### config.mk
export PLATFORM = sky130hd
export DESIGN_NAME = legacy_io_adapter
export DESIGN_NICKNAME = d
export VERILOG_FILES = /design/src/rtl/legacy_io_adapter_pkg.sv /design/src/rtl/legacy_io_adapter.sv
export SDC_FILE = /design/constraint.sdc
export NUM_CORES = 1
export LEC_CHECK = 0
export BUFFER_PORTS_ARGS = -buffer_cell sky130_fd_sc_hd__buf_2
export CELL_PAD_IN_SITES_DETAIL_PLACEMENT = 0
export CELL_PAD_IN_SITES_GLOBAL_PLACEMENT = 1
export CORE_MARGIN = 4
export CORE_UTILIZATION = 42
export DETAILED_ROUTE_END_ITERATION = 10
export PLACE_DENSITY_LB_ADDON = 0.1
export RECOVER_POWER = 100
export SLEW_MARGIN = 10
export SYNTH_ARGS = -nofsm -noshare
export SYNTH_HDL_FRONTEND = slang
export SYNTH_SLANG_ARGS = --single-unit
### constraint.sdc
create_clock -name clk_i -period 3.8 [get_ports clk_i]
set_input_delay 0.19 -clock clk_i [delete_from_list [all_inputs] [get_ports clk_i]]
set_output_delay 0.19 -clock clk_i [all_outputs]
set_load 0.1 [all_outputs]
### src/rtl/legacy_io_adapter_pkg.sv
// constants, register map and carrier types of the legacy byte-wide port adapter
// assumes a classic wishbone master with 32-bit data and byte addresses
// Function
// - internal tick period is 1.27655 microseconds; the code rounds down to 31 clocks at 25 MHz, 1.24 microseconds
// - port data and direction at fixed offsets
// - timer bytes placed at their fixed offsets
// - each port is eight bidirectional bits
// - each port has its own direction register
// - unused bits read zero when inputs
// - port a bit 3 selects serial clock
// - bit 4 routes channel a request to bit 7
// - bit 6 routes channel b request to bit 7
// - bit 7 reads the routed request state
// - direction bit one drives, zero inputs
// - enable register mirrors flag register positions
package legacy_io_adapter_pkg;

    localparam int unsigned CLK_FREQ_HZ      = 25000000;
    localparam real         TICK_PERIOD_US   = 1.27655;
    localparam int unsigned TICK_CYCLES      =
        (int'(TICK_PERIOD_US * real'(CLK_FREQ_HZ) / 1.0E6) < 1) ? 1 :
        int'($floor(TICK_PERIOD_US * real'(CLK_FREQ_HZ) / 1.0E6));

    localparam int unsigned ADDR_W = 13;

    localparam logic [12:0] OFS_PORT_B_DATA   = 13'h0000;
    localparam logic [12:0] OFS_PORT_A_DATA   = 13'h0200;
    localparam logic [12:0] OFS_PORT_B_DIR    = 13'h0400;
    localparam logic [12:0] OFS_PORT_A_DIR    = 13'h0600;
    localparam logic [12:0] OFS_T1_COUNT_LO   = 13'h0800;
    localparam logic [12:0] OFS_T1_COUNT_HI   = 13'h0A00;
    localparam logic [12:0] OFS_T1_LATCH_LO   = 13'h0C00;
    localparam logic [12:0] OFS_T1_LATCH_HI   = 13'h0E00;
    localparam logic [12:0] OFS_T2_COUNT_LO   = 13'h1000;
    localparam logic [12:0] OFS_T2_COUNT_HI   = 13'h1200;
    localparam logic [12:0] OFS_SHIFTER       = 13'h1400;
    localparam logic [12:0] OFS_AUX_CONTROL   = 13'h1600;
    localparam logic [12:0] OFS_PIN_CONTROL   = 13'h1800;
    localparam logic [12:0] OFS_EVENT_FLAGS   = 13'h1A00;
    localparam logic [12:0] OFS_EVENT_ENABLES = 13'h1C00;
    localparam logic [12:0] OFS_PORT_A_ALIAS  = 13'h1E00;

    localparam int unsigned NUM_REGS      = 16;
    localparam int unsigned REG_SEL_LSB   = 9;
    localparam int unsigned REG_SEL_W     = 4;
    localparam logic [8:0]  REG_STEP_MASK = 9'h1FF;

    localparam int unsigned BIT_CLOCK_SEL  = 3;
    localparam int unsigned BIT_CHAN_A_EN  = 4;
    localparam int unsigned BIT_CHAN_B_EN  = 6;
    localparam int unsigned BIT_REQUEST_IN = 7;

    localparam logic [7:0] PORT_A_UNUSED_MASK = 8'h27;
    localparam logic [7:0] PORT_B_UNUSED_MASK = 8'hFF;
    localparam logic [7:0] BYTE_RESET         = 8'h00;
    localparam logic [7:0] PORT_A_DIR_RESET   = 8'h58;

    typedef enum logic [2:0] {
        ST_IDLE = 3'h1,
        ST_WAIT = 3'h2,
        ST_ACK  = 3'h4
    } bus_state_type;

    typedef struct packed {
        logic [7:0] out;
        logic [7:0] oe_n;
    } port_drive_type;

    typedef struct packed {
        logic wait_request_a_n;
        logic wait_request_b_n;
    } serial_request_type;

endpackage

### src/rtl/legacy_io_adapter.sv
// register window and port logic of the legacy byte-wide port adapter
// assumes one 25 MHz clock, synchronous pins, and a classic wishbone master
//
// Our own choice: the Wishbone interface to the registers.
`timescale 1ns/1ps
module legacy_io_adapter #(
    parameter int unsigned TICK_LEN = legacy_io_adapter_pkg::TICK_CYCLES
) (
    input  wire logic                                   clk_i,
    input  wire logic                                   rst_i,
    input  wire logic                                   cyc_i,
    input  wire logic                                   stb_i,
    input  wire logic                                   we_i,
    input  wire logic [31:0]                            adr_i,
    input  wire logic [3:0]                             sel_i,
    input  wire logic [31:0]                            dat_i,
    output logic      [31:0]                            dat_o,
    output logic                                        ack_o,
    input  wire logic [7:0]                             port_a_in_i,
    input  wire logic [7:0]                             port_b_in_i,
    output legacy_io_adapter_pkg::port_drive_type       port_a_o,
    output legacy_io_adapter_pkg::port_drive_type       port_b_o,
    input  wire legacy_io_adapter_pkg::serial_request_type serial_request_i,
    output logic                                        chan_a_rxtx_clock_select_o
);

    typedef struct packed {
        legacy_io_adapter_pkg::bus_state_type state;
        logic [15:0]                          tick;
        logic [127:0]                         regs;
        logic [7:0]                           rdata;
    } state_type;

    state_type s_q;
    state_type s_d;

    logic [3:0] idx;
    logic       hit;
    logic [7:0] port_a_rd;
    logic [7:0] port_b_rd;
    logic       request_n;
    logic [7:0] reg_a_data;
    logic [7:0] reg_a_dir;
    logic [7:0] reg_b_data;
    logic [7:0] reg_b_dir;

    assign idx = adr_i[legacy_io_adapter_pkg::REG_SEL_LSB +: legacy_io_adapter_pkg::REG_SEL_W];
    // whole window is 0x0000..0x1FFF; every register owns one aligned word per 0x200
    assign hit = (adr_i[31:legacy_io_adapter_pkg::ADDR_W] == '0)
               && ((adr_i[8:0] & legacy_io_adapter_pkg::REG_STEP_MASK) == 9'h000);

    assign reg_b_data = s_q.regs[8*0 +: 8];
    assign reg_a_data = s_q.regs[8*1 +: 8];
    assign reg_b_dir  = s_q.regs[8*2 +: 8];
    assign reg_a_dir  = s_q.regs[8*3 +: 8];

    // active-low wired combination of the selected channels
    always_comb begin
        request_n = 1'b1;
        if (reg_a_data[legacy_io_adapter_pkg::BIT_CHAN_A_EN]) begin
            request_n = request_n & serial_request_i.wait_request_a_n;
        end
        if (reg_a_data[legacy_io_adapter_pkg::BIT_CHAN_B_EN]) begin
            request_n = request_n & serial_request_i.wait_request_b_n;
        end
    end

    genvar g;
    generate
        for (g = 0; g < 8; g++) begin : g_bit
            always_comb begin
                if (reg_a_dir[g]) begin
                    port_a_rd[g] = reg_a_data[g];
                end else if (g == legacy_io_adapter_pkg::BIT_REQUEST_IN) begin
                    port_a_rd[g] = request_n;
                end else if (legacy_io_adapter_pkg::PORT_A_UNUSED_MASK[g]) begin
                    port_a_rd[g] = 1'b0;
                end else begin
                    port_a_rd[g] = port_a_in_i[g];
                end
                if (reg_b_dir[g]) begin
                    port_b_rd[g] = reg_b_data[g];
                end else if (legacy_io_adapter_pkg::PORT_B_UNUSED_MASK[g]) begin
                    port_b_rd[g] = 1'b0;
                end else begin
                    port_b_rd[g] = port_b_in_i[g];
                end
            end
        end
    endgenerate

    always_comb begin
        s_d = s_q;
        case (s_q.state)
            legacy_io_adapter_pkg::ST_IDLE: begin
                if (cyc_i && stb_i) begin
                    s_d.state = legacy_io_adapter_pkg::ST_WAIT;
                    s_d.tick  = 16'(TICK_LEN - 1);
                end
            end
            legacy_io_adapter_pkg::ST_WAIT: begin
                // each access takes one internal tick, like the legacy part
                if (s_q.tick != 16'h0000) begin
                    s_d.tick = s_q.tick - 16'h0001;
                end else begin
                    s_d.state = legacy_io_adapter_pkg::ST_ACK;
                    s_d.rdata = 8'h00;
                    if (hit) begin
                        case (idx)
                            4'h0: s_d.rdata = port_b_rd;
                            4'h1: s_d.rdata = port_a_rd;
                            4'hF: s_d.rdata = port_a_rd;
                            default: s_d.rdata = s_q.regs[8*idx +: 8];
                        endcase
                        if (we_i && sel_i[0]) begin
                            if (idx == 4'hF) begin
                                s_d.regs[8*1 +: 8] = dat_i[7:0];
                            end else begin
                                s_d.regs[8*idx +: 8] = dat_i[7:0];
                            end
                        end
                    end
                end
            end
            legacy_io_adapter_pkg::ST_ACK: begin
                s_d.state = legacy_io_adapter_pkg::ST_IDLE;
            end
            default: begin
                s_d.state = legacy_io_adapter_pkg::ST_IDLE;
            end
        endcase
    end

    always_ff @(posedge clk_i) begin
        if (rst_i) begin
            s_q.state <= legacy_io_adapter_pkg::ST_IDLE;
            s_q.tick  <= 16'h0000;
            s_q.rdata <= legacy_io_adapter_pkg::BYTE_RESET;
            s_q.regs  <= '0;
            s_q.regs[8*3 +: 8] <= legacy_io_adapter_pkg::PORT_A_DIR_RESET;
        end else begin
            s_q <= s_d;
        end
    end

    assign ack_o = (s_q.state == legacy_io_adapter_pkg::ST_ACK) && cyc_i && stb_i;
    assign dat_o = {24'h000000, s_q.rdata};

    assign port_a_o.out  = reg_a_data;
    assign port_a_o.oe_n = ~reg_a_dir;
    assign port_b_o.out  = reg_b_data;
    assign port_b_o.oe_n = ~reg_b_dir;
    // 1 selects external serial clock, 0 the 3.6864 MHz clock
    assign chan_a_rxtx_clock_select_o = reg_a_data[legacy_io_adapter_pkg::BIT_CLOCK_SEL];

endmodule

* Word level (Yosys, flattened, before mapping)
Cells that the tools add are included.
** Operators by class
- $add $sub $neg :: 2
- Equal/unequal tests :: 8
- Shift operators :: 3
- Mux-type cells :: 27
- Bitwise operators :: 5
- Reductions and logical operators :: 16
** Operator list (count)
- $bwmux W128 :: 1
- $shift A8 B34 Y128 const A :: 1
- $shiftx A128 B8 Y8 :: 1
- $shiftx A8 B34 Y128 :: 1
- $neg A7 Y34 :: 1
- $pmux W16 S2 :: 1
- $logic_not A19 Y1 :: 1
- $mux W19 :: 1
- $mux W1 :: 18
- $mux W16 :: 1
- $mux W8 :: 2
- $not A8 Y8 :: 2
- $pmux W8 S2 :: 1
- $reduce_bool A16 Y1 :: 1
- $sub A16 B1 Y16 const B :: 1
- $logic_not A9 Y1 :: 1
- $ne A2 B2 Y1 const B :: 3
- $pmux W3 S2 :: 1
- $logic_and A1 B1 Y1 :: 5
- $reduce_and A5 Y1 :: 1
- $eq A4 B1 Y1 const B :: 1
- $eq A4 B4 Y1 const B :: 1
- $logic_not A4 Y1 :: 1
- $reduce_and A2 Y1 :: 2
- 10 further kinds :: 11
** Word-level totals
- Register bits after elaboration :: 155
- Bits of input ports :: 91
- Output and inout port bits :: 66
- Word-level logic and storage cells :: 66

* Depth between registers and ports, before layout
Gate-level depths: netlist of the first run.
- Word-level depth :: 6
- Gate-level depth with buffers :: 12
- Gate-level depth less buffers :: 7

* Worst setup path after synthesis of the first run
Ideal clock, no wire load.
- Path type :: input port to flip-flop
- Start :: in adr_i[10]
- End :: reg s_q[75] in the netlist's numbering
- Setup time :: 70 ps
- Arrival time :: 2948 ps
- Data required time :: 3730 ps
- Setup slack :: 782 ps
- Cell stages on the path :: 11
- Path buffers :: 4
- Cells stage by stage :: buf_2 > buf_2 > clkbuf_1 > inv_1 > ha_1 > nand2b_1 > a2111oi_2 > nand4_1 > clkbuf_1 > or3_1 > a21oi_1
** On the way
- Longest elaborated chain between the ends :: 3
- Elaborated cells on any way between the ends :: 7
- Classes of those cells :: add/sub: 1; eq/ne: 1; shift: 2; mux: 1; bitwise: 1; reduce/logical: 1
** Ends and longest elaborated chain
- from (decl) :: line legacy_io_adapter.sv:14 : input wire logic [31:0] adr_i,
- $neg A7 Y34 / $eq A4 B4 Y1 (equally long branches) :: line legacy_io_adapter.sv:119, legacy_io_adapter.sv:116
- $shiftx A8 B34 Y128 (tied with other cells) :: line legacy_io_adapter.sv:119 : s_d.regs[8*idx +: 8] = dat_i[7:0];
- $bwmux W128 / $reduce_and A5 Y1 (equally long branches)
- to (decl) :: line legacy_io_adapter.sv:34 : state_type s_q;
Parallel ways exist; a longest one is shown, timed or not.
A chain may end at the register's enable or synchronous reset.

==> flow_summary.ini, run 1 <==
[global_routing]
grt_pass1_vias = 7351
grt.total_usage_pct = 23.2
use_met2_pct = 36.6
met3_usage_pct = 3.35
grt_max_degree = 78
grt_use_met1_pct = 33.4
grt_pass1_wl_um = 43600
grt_overflow = 0
grt.busiest_layer = met2
antenna_found_initial = 0

[pwr]
power_frac_seq_pct = 42.6
p_leak_nw = 3.13
p_int_mw = 2.74
p_per_area_nw_per_um2 = 396
p_comb_share_pct = 11.7
peakVddDrop_mv = 0.318
sw_frac_of_total_pct = 29.2
power_switching_mw = 1.13
pwr-share-clk_pct = 45.7

[floorplanning]
core_area_um2 = 21000
die-area_um2 = 23700
num_io_pins = 157
fp.dieH_um = 154
core.rowCount = 53
initial_core_util_pct = 42.6
die_w_um = 154

[final_layout]
finalInstanceArea_um2 = 9800
final_cell_count_no_fill = 1400
area_growth_syn_to_layout_pct = 9.71
fillCellCount = 2168
diodes = 0
drive_gt1_share_pct = 15.0
final_nets = 1212

[synthesis]
synth-seq-area-share_pct = 34.8
synth_edf_count = 0
synthCells = 1093
yosysUniqueCellTypes = 55
syn_area_um2 = 8930
syn_avg_cell_area_um2 = 8.17
yosys_warnings = 0
synthArstFlopShare_pct = 0
synthFlopType = dfxtp_1
synth_seq_cells = 155

[critical_path]
cp.required_ns = 4.11
arrival_ns = 3.47
endpoint_kind = flop
critPathKind = in2reg
slowest_stage = clkbuf_1
path_max_fanout = 77
crit_path_max_incr_delay_ns = 2.18
cp-start-kind = input port
crit_chain = clkbuf_4 -> clkbuf_1 -> nand2b_1 -> nor2_1
crit_start = rst_i
crit_buf_inv = 2
cp_top_family = buffers and inverters
r2r-start = s_q[136]$_SDFFE_PP0P_

[place]
preCtsSetupSlack_ns = 0.615
dp_hpwl_um = 17900
io_buffers = 92
dpl-instance-area_um2 = 9270
place_congestion = 0.822
placed_cells = 1368

[routing]
drt_pass1_iterations = 5
ant_nets = 0
drt_iter0_markers = 614
num_vias = 7971
routed_wl_um = 28000
wl_per_cell_um = 20.0
viasPerCell = 5.69
drc_errors = 0

[min_path]
min_path_type = in2reg
hp-start = port_a_in_i[4]

[timing]
grt_setup_unrepaired = no
finalSetupViolCount = 0
tightest_slew_ns = 3.01
final.setup.worst_slack_ns = 0.644
fin_worst_skew_ns = 0.0122
min_period_over_period_pct = 83.0
timing.final.max_slew_violations = 63
max_clock_freq_mhz = 317
max_slew_margin_pct = -101
hold_viol_final = 0
fin_tns_setup_ns = 0
period_needed_ns = 3.16

[job]
cap_violations = 1

[cts]
cts_tree = yes
clk_latency_ns = 0.43
clockRootBuffer = clkbuf_16
numClockSinks = 155
h-tree-depth = 4
cts.clk_slew.worst_paths_ns = 0.07
post_cts_resized = 0
holdBufCountCts = 0
post-cts-setup-buffer-count = 0
numCtsBuffers = 17
clock_path_buffers = 2

[status]
status = finished, violations left
violations = max-capacitance violations, max-slew violations
## tightest hold or removal path: stages
cell     delay [ns]
buf_2          0.08
mux2i_1        0.05
o22ai_1        0.15
a22oi_1        0.08
o21ai_0        0.06
## final cells by class
class / instances / area (µm²) / area share (%)
well taps: 275 / 344 / 3.51
multi-input cells: 793 / 5030 / 51.4
inverters: 23 / 86.3 / 0.881
clock buffers: 17 / 425 / 4.34
flip-flops and latches: 155 / 3100 / 31.7
repair buffers: 122 / 624 / 6.37
clock inverters: 15 / 179 / 1.83
## state kept, by name (all words and copies together), names as in the netlist
name / cells
chan_a_rxtx_clock_select_o: 1
dat_o: 8
port_a_o: 7
port_b_o: 8
reg_a_dir: 8
reg_b_dir: 8
s_q: 115
## power groups by stage
stage                     combinational [mW]  clock (mW)  sequential [mW]
final                                  0.452        1.77             1.65
after global routing                   0.489        1.87             1.65
after CTS                              0.451        1.80             1.65
after detailed placement               0.449           0             1.69
after global placement                 0.450           0             1.69
after floorplan                        0.353           0             1.69
## synthesized netlist by cell type, types with 2 or more instances
cell,instances,area share (%)
clkbuf_1,67,2.8
o21a_1,3,0.25
xor2_1,11,1.1
nor3_1,10,0.56
inv_1,23,0.97
buf_4,51,4.3
a211oi_1,2,0.17
o21ai_0,133,7.5
nand3b_1,3,0.25
buf_1,10,0.42
or4_1,2,0.17
buf_6,7,0.88
or3_1,111,7.8
nor4b_1,3,0.29
a22oi_1,8,0.67
nor4_2,10,1.4
ha_1,9,1.3
a211o_1,3,0.29
a41oi_1,2,0.20
mux2i_1,12,1.3
a31oi_1,2,0.14
nor3b_1,2,0.17
nand4_2,2,0.28
and3_1,5,0.35
nand3_1,14,0.78
a21oi_1,141,7.9
nor2b_1,3,0.21
dfxtp_1,155,35
nand2b_1,8,0.56
nand4b_1,11,1.1
nand4_1,20,1.4
o22ai_1,8,0.56
nand2_1,132,5.5
nor4_1,8,0.56
and4_1,2,0.20
mux4_2,32,8.1
nor2_1,34,1.4
mux2_2,8,1.0
buf_2,10,0.56
## layer usage
metal	vias to the layer above	routed length (µm)
met3	30	1350
met5	-	0
met2	231	12900
met4	0	500
met1	3812	13200
li1	3898	-
## final timing paths
kind                           endpoint  slack [ns]  cells after the start
setup / recovery  s_q[153]$_SDFFE_PP0P_        0.64                      4
hold / removal    dat_o[4]$_SDFFE_PP0P_        0.22                      5
setup reg to reg  s_q[116]$_SDFFE_PP0P_        0.73                      9
hold reg to reg    s_q[82]$_SDFFE_PP0P_        0.47                      2
## cell usage in the layout (no fill, tap or decap), types with 5 or more instances in the layout
cell type / instances
clkbuf_2: 5
clkbuf_16: 17
nand4b_1: 11
mux2_2: 8
mux4_2: 32
inv_6: 5
nor4_2: 10
buf_4: 21
dfxtp_1: 155
nand4_1: 20
nand3_1: 14
ha_1: 9
buf_2: 49
xor2_1: 11
o21ai_0: 134
nand2b_1: 8
conb_1: 24
inv_1: 23
nor4_1: 8
nor2_1: 34
clkbuf_1: 45
nand2_1: 132
nor3_1: 10
or3_1: 111
mux2i_1: 12
a22oi_1: 8
and3_1: 5
a21oi_1: 141
o22ai_1: 8
## metrics by stage
stage / hold WS, ns / util (%) / power, mW
6_report: 0.218 / 46.7 / 3.88
2_1_floorplan: 0.395 / - / 2.04
4_1_cts: 0.202 / 47.1 / 3.90
3_5_place_dp: 0.460 / 44.2 / 2.14
3_3_place_gp: 0.457 / 44.2 / 2.14
5_1_grt: 0.251 / 46.7 / 4.01
## logic make-up after synthesis
| logic type | count (synthesis) | share of synthesized area (%) |
|---|---|---|
| muxes | 52 | 10.4 |
| other | 1 | 0.0420 |
| DFF | 155 | 34.8 |
| xor gates and xnor gates | 13 | 1.36 |
| adders and majority gates | 9 | 1.26 |
| and+or+nand+nor | 388 | 24.1 |
| buffers and inverters | 168 | 9.94 |
| AOI/OAI and AO/OA | 307 | 18.1 |
Note: power is estimated with default switching activity, not from simulation.
==> run 2, diff against run 1 <==
Clock period 3.8 ns to 3.05 ns, I/O delays scaled along.
==> flow_summary.ini, run 2 (synthesis results as in run 1) <==
[critical_path]
path_max_fanout = 32
reg2reg_slack_ns = 0.34
critPathKind = reg2reg
reg2reg_depth = 8
cp.required_ns = 3.40
endpoint_kind = flop
arrival_ns = 3.06
r2r-end = s_q[123]$_SDFFE_PP0P_
r2r-start = s_q[136]$_SDFFE_PP0P_
cp-start-kind = flop

[routing]
routed_wl_um = 27900
drt_iter0_markers = 573
viasPerCell = 5.63
wl_per_cell_um = 19.7
num_vias = 7971
drc_errors = 0
drt_pass1_iterations = 5
ant_nets = 0

[global_routing]
grt_pass1_wl_um = 43700
grt_max_degree = 113
antenna_found_initial = 0
grt_overflow = 0
grt_pass1_vias = 7381
grt.total_usage_pct = 23.3

[min_path]
hold_depth = 2
hp-start = rst_i
min_path_type = in2reg
hold_path_end = s_q[71]$_SDFFE_PP0P_

[cts]
post_cts_resized = 0
clock_path_buffers = 2
holdBufCountCts = 0
clockRootBuffer = clkbuf_16
numClockSinks = 155
h-tree-depth = 4
cts_tree = yes
cts.clk_slew.worst_paths_ns = 0.07
post-cts-setup-buffer-count = 0
numCtsBuffers = 17
clk_latency_ns = 0.43

[timing]
grt_setup_unrepaired = no
max_slew_margin_pct = 18.9
tightest_slew_ns = 1.22
min_period_over_period_pct = 88.9
fin_worst_skew_ns = 0.0111
period_needed_ns = 2.71
max_clock_freq_mhz = 369
final.setup.worst_slack_ns = 0.338
timing.final.max_slew_violations = 0
hold_viol_final = 0
fin_tns_setup_ns = 0
finalSetupViolCount = 0

[place]
io_buffers = 92
dpl-instance-area_um2 = 9400
preCtsSetupSlack_ns = 0.404
place_congestion = 0.808
dp_hpwl_um = 18100

[final_layout]
area_growth_syn_to_layout_pct = 11.2
finalInstanceArea_um2 = 9930
final_nets = 1229
drive_gt1_share_pct = 16.3
final_common_cell = dfxtp_1
largest_reg_flops = 115
top_register = s_q
mostFrequentLayoutCells = 155 x dfxtp_1, 141 x a21oi_1, 134 x o21ai_0, 132 x nand2_1, 111 x or3_1
diodes = 0
fillCellCount = 2157

[pwr]
power_mw = 4.88
p_leak_nw = 3.22
peakVddDrop_mv = 0.254
p_per_area_nw_per_um2 = 492

[status]
status = finished, final reports clean

[floorplanning]
die-area_um2 = 23700
num_io_pins = 157
die_w_um = 154
core_area_um2 = 21000
initial_core_util_pct = 42.6
fp.dieH_um = 154
core.rowCount = 53

[job]
cap_violations = 0
[run 2: changes by cell type in the layout (fill, tap and decap cells not counted), moves of 2 or more]
cell	previous run	this run
buf_2	49	52
buf_4	21	39
clkbuf_2	5	3
inv_6	5	2
[run 2: worst max-delay path: stages, from the launching register on]
cell,delay (ns)
dfxtp_1,0.33
inv_1,0.12
ha_1,0.18
nor4b_1,0.40
and4_1,0.57
nand3_1,0.12
buf_2,0.31
or3_1,0.43
a21oi_1,0.16
[run 2: power by group]
group          internal, mW  switching [mW]
logic                 0.152           0.423
registers              2.04          0.0192
clock network          1.31           0.933
total                  3.51            1.38
[run 2: how the worst max path moves through the flow]
stage	start	slack, ns	to	cells past startpoint
floorplan	adr_i[10]	0.07	s_q[75]$_SDFFE_PP0P_	11
global placement	adr_i[10]	0.44	s_q[40]$_SDFFE_PP0P_	8
detailed placement	adr_i[10]	0.40	s_q[40]$_SDFFE_PP0P_	8
CTS	s_q[136]$_SDFFE_PP0P_	0.44	s_q[79]$_SDFFE_PP0P_	8
global route	s_q[136]$_SDFFE_PP0P_	0.1	s_q[133]$_SDFFE_PP0P_	8
finish	s_q[136]$_SDFFE_PP0P_	0.34	s_q[123]$_SDFFE_PP0P_	8
[run 2: through the flow]
stage	hold slack (ns)	instances	utilization [%]
after floorplan	0.358	1116	-
after global placement	0.456	1385	44.8
after detailed placement	0.464	1385	44.8
after CTS	0.0697	1416	47.7
after global routing	0.0830	1416	47.4
final	0.0831	1416	47.4
[run 2: area by class of cell]
| cell class | count | area (µm²) | share of cell area, % |
|---|---|---|---|
| Clock buffer | 18 | 439 | 4.42 |
| Multi-Input combinational cell | 793 | 5030 | 50.7 |
| Timing Repair Buffer | 139 | 753 | 7.59 |
| Clock inverter | 13 | 168 | 1.69 |
| Inverter | 23 | 86.3 | 0.870 |
| Sequential cell | 155 | 3100 | 31.3 |
| Tap cell | 275 | 344 | 3.47 |
[run 2: layer usage]
layer	share of wire (%)	track usage, %
met5	0	0
met4	0.99	5.17
met3	5.1	4.67
met2	46	37.0
met1	48	32.9
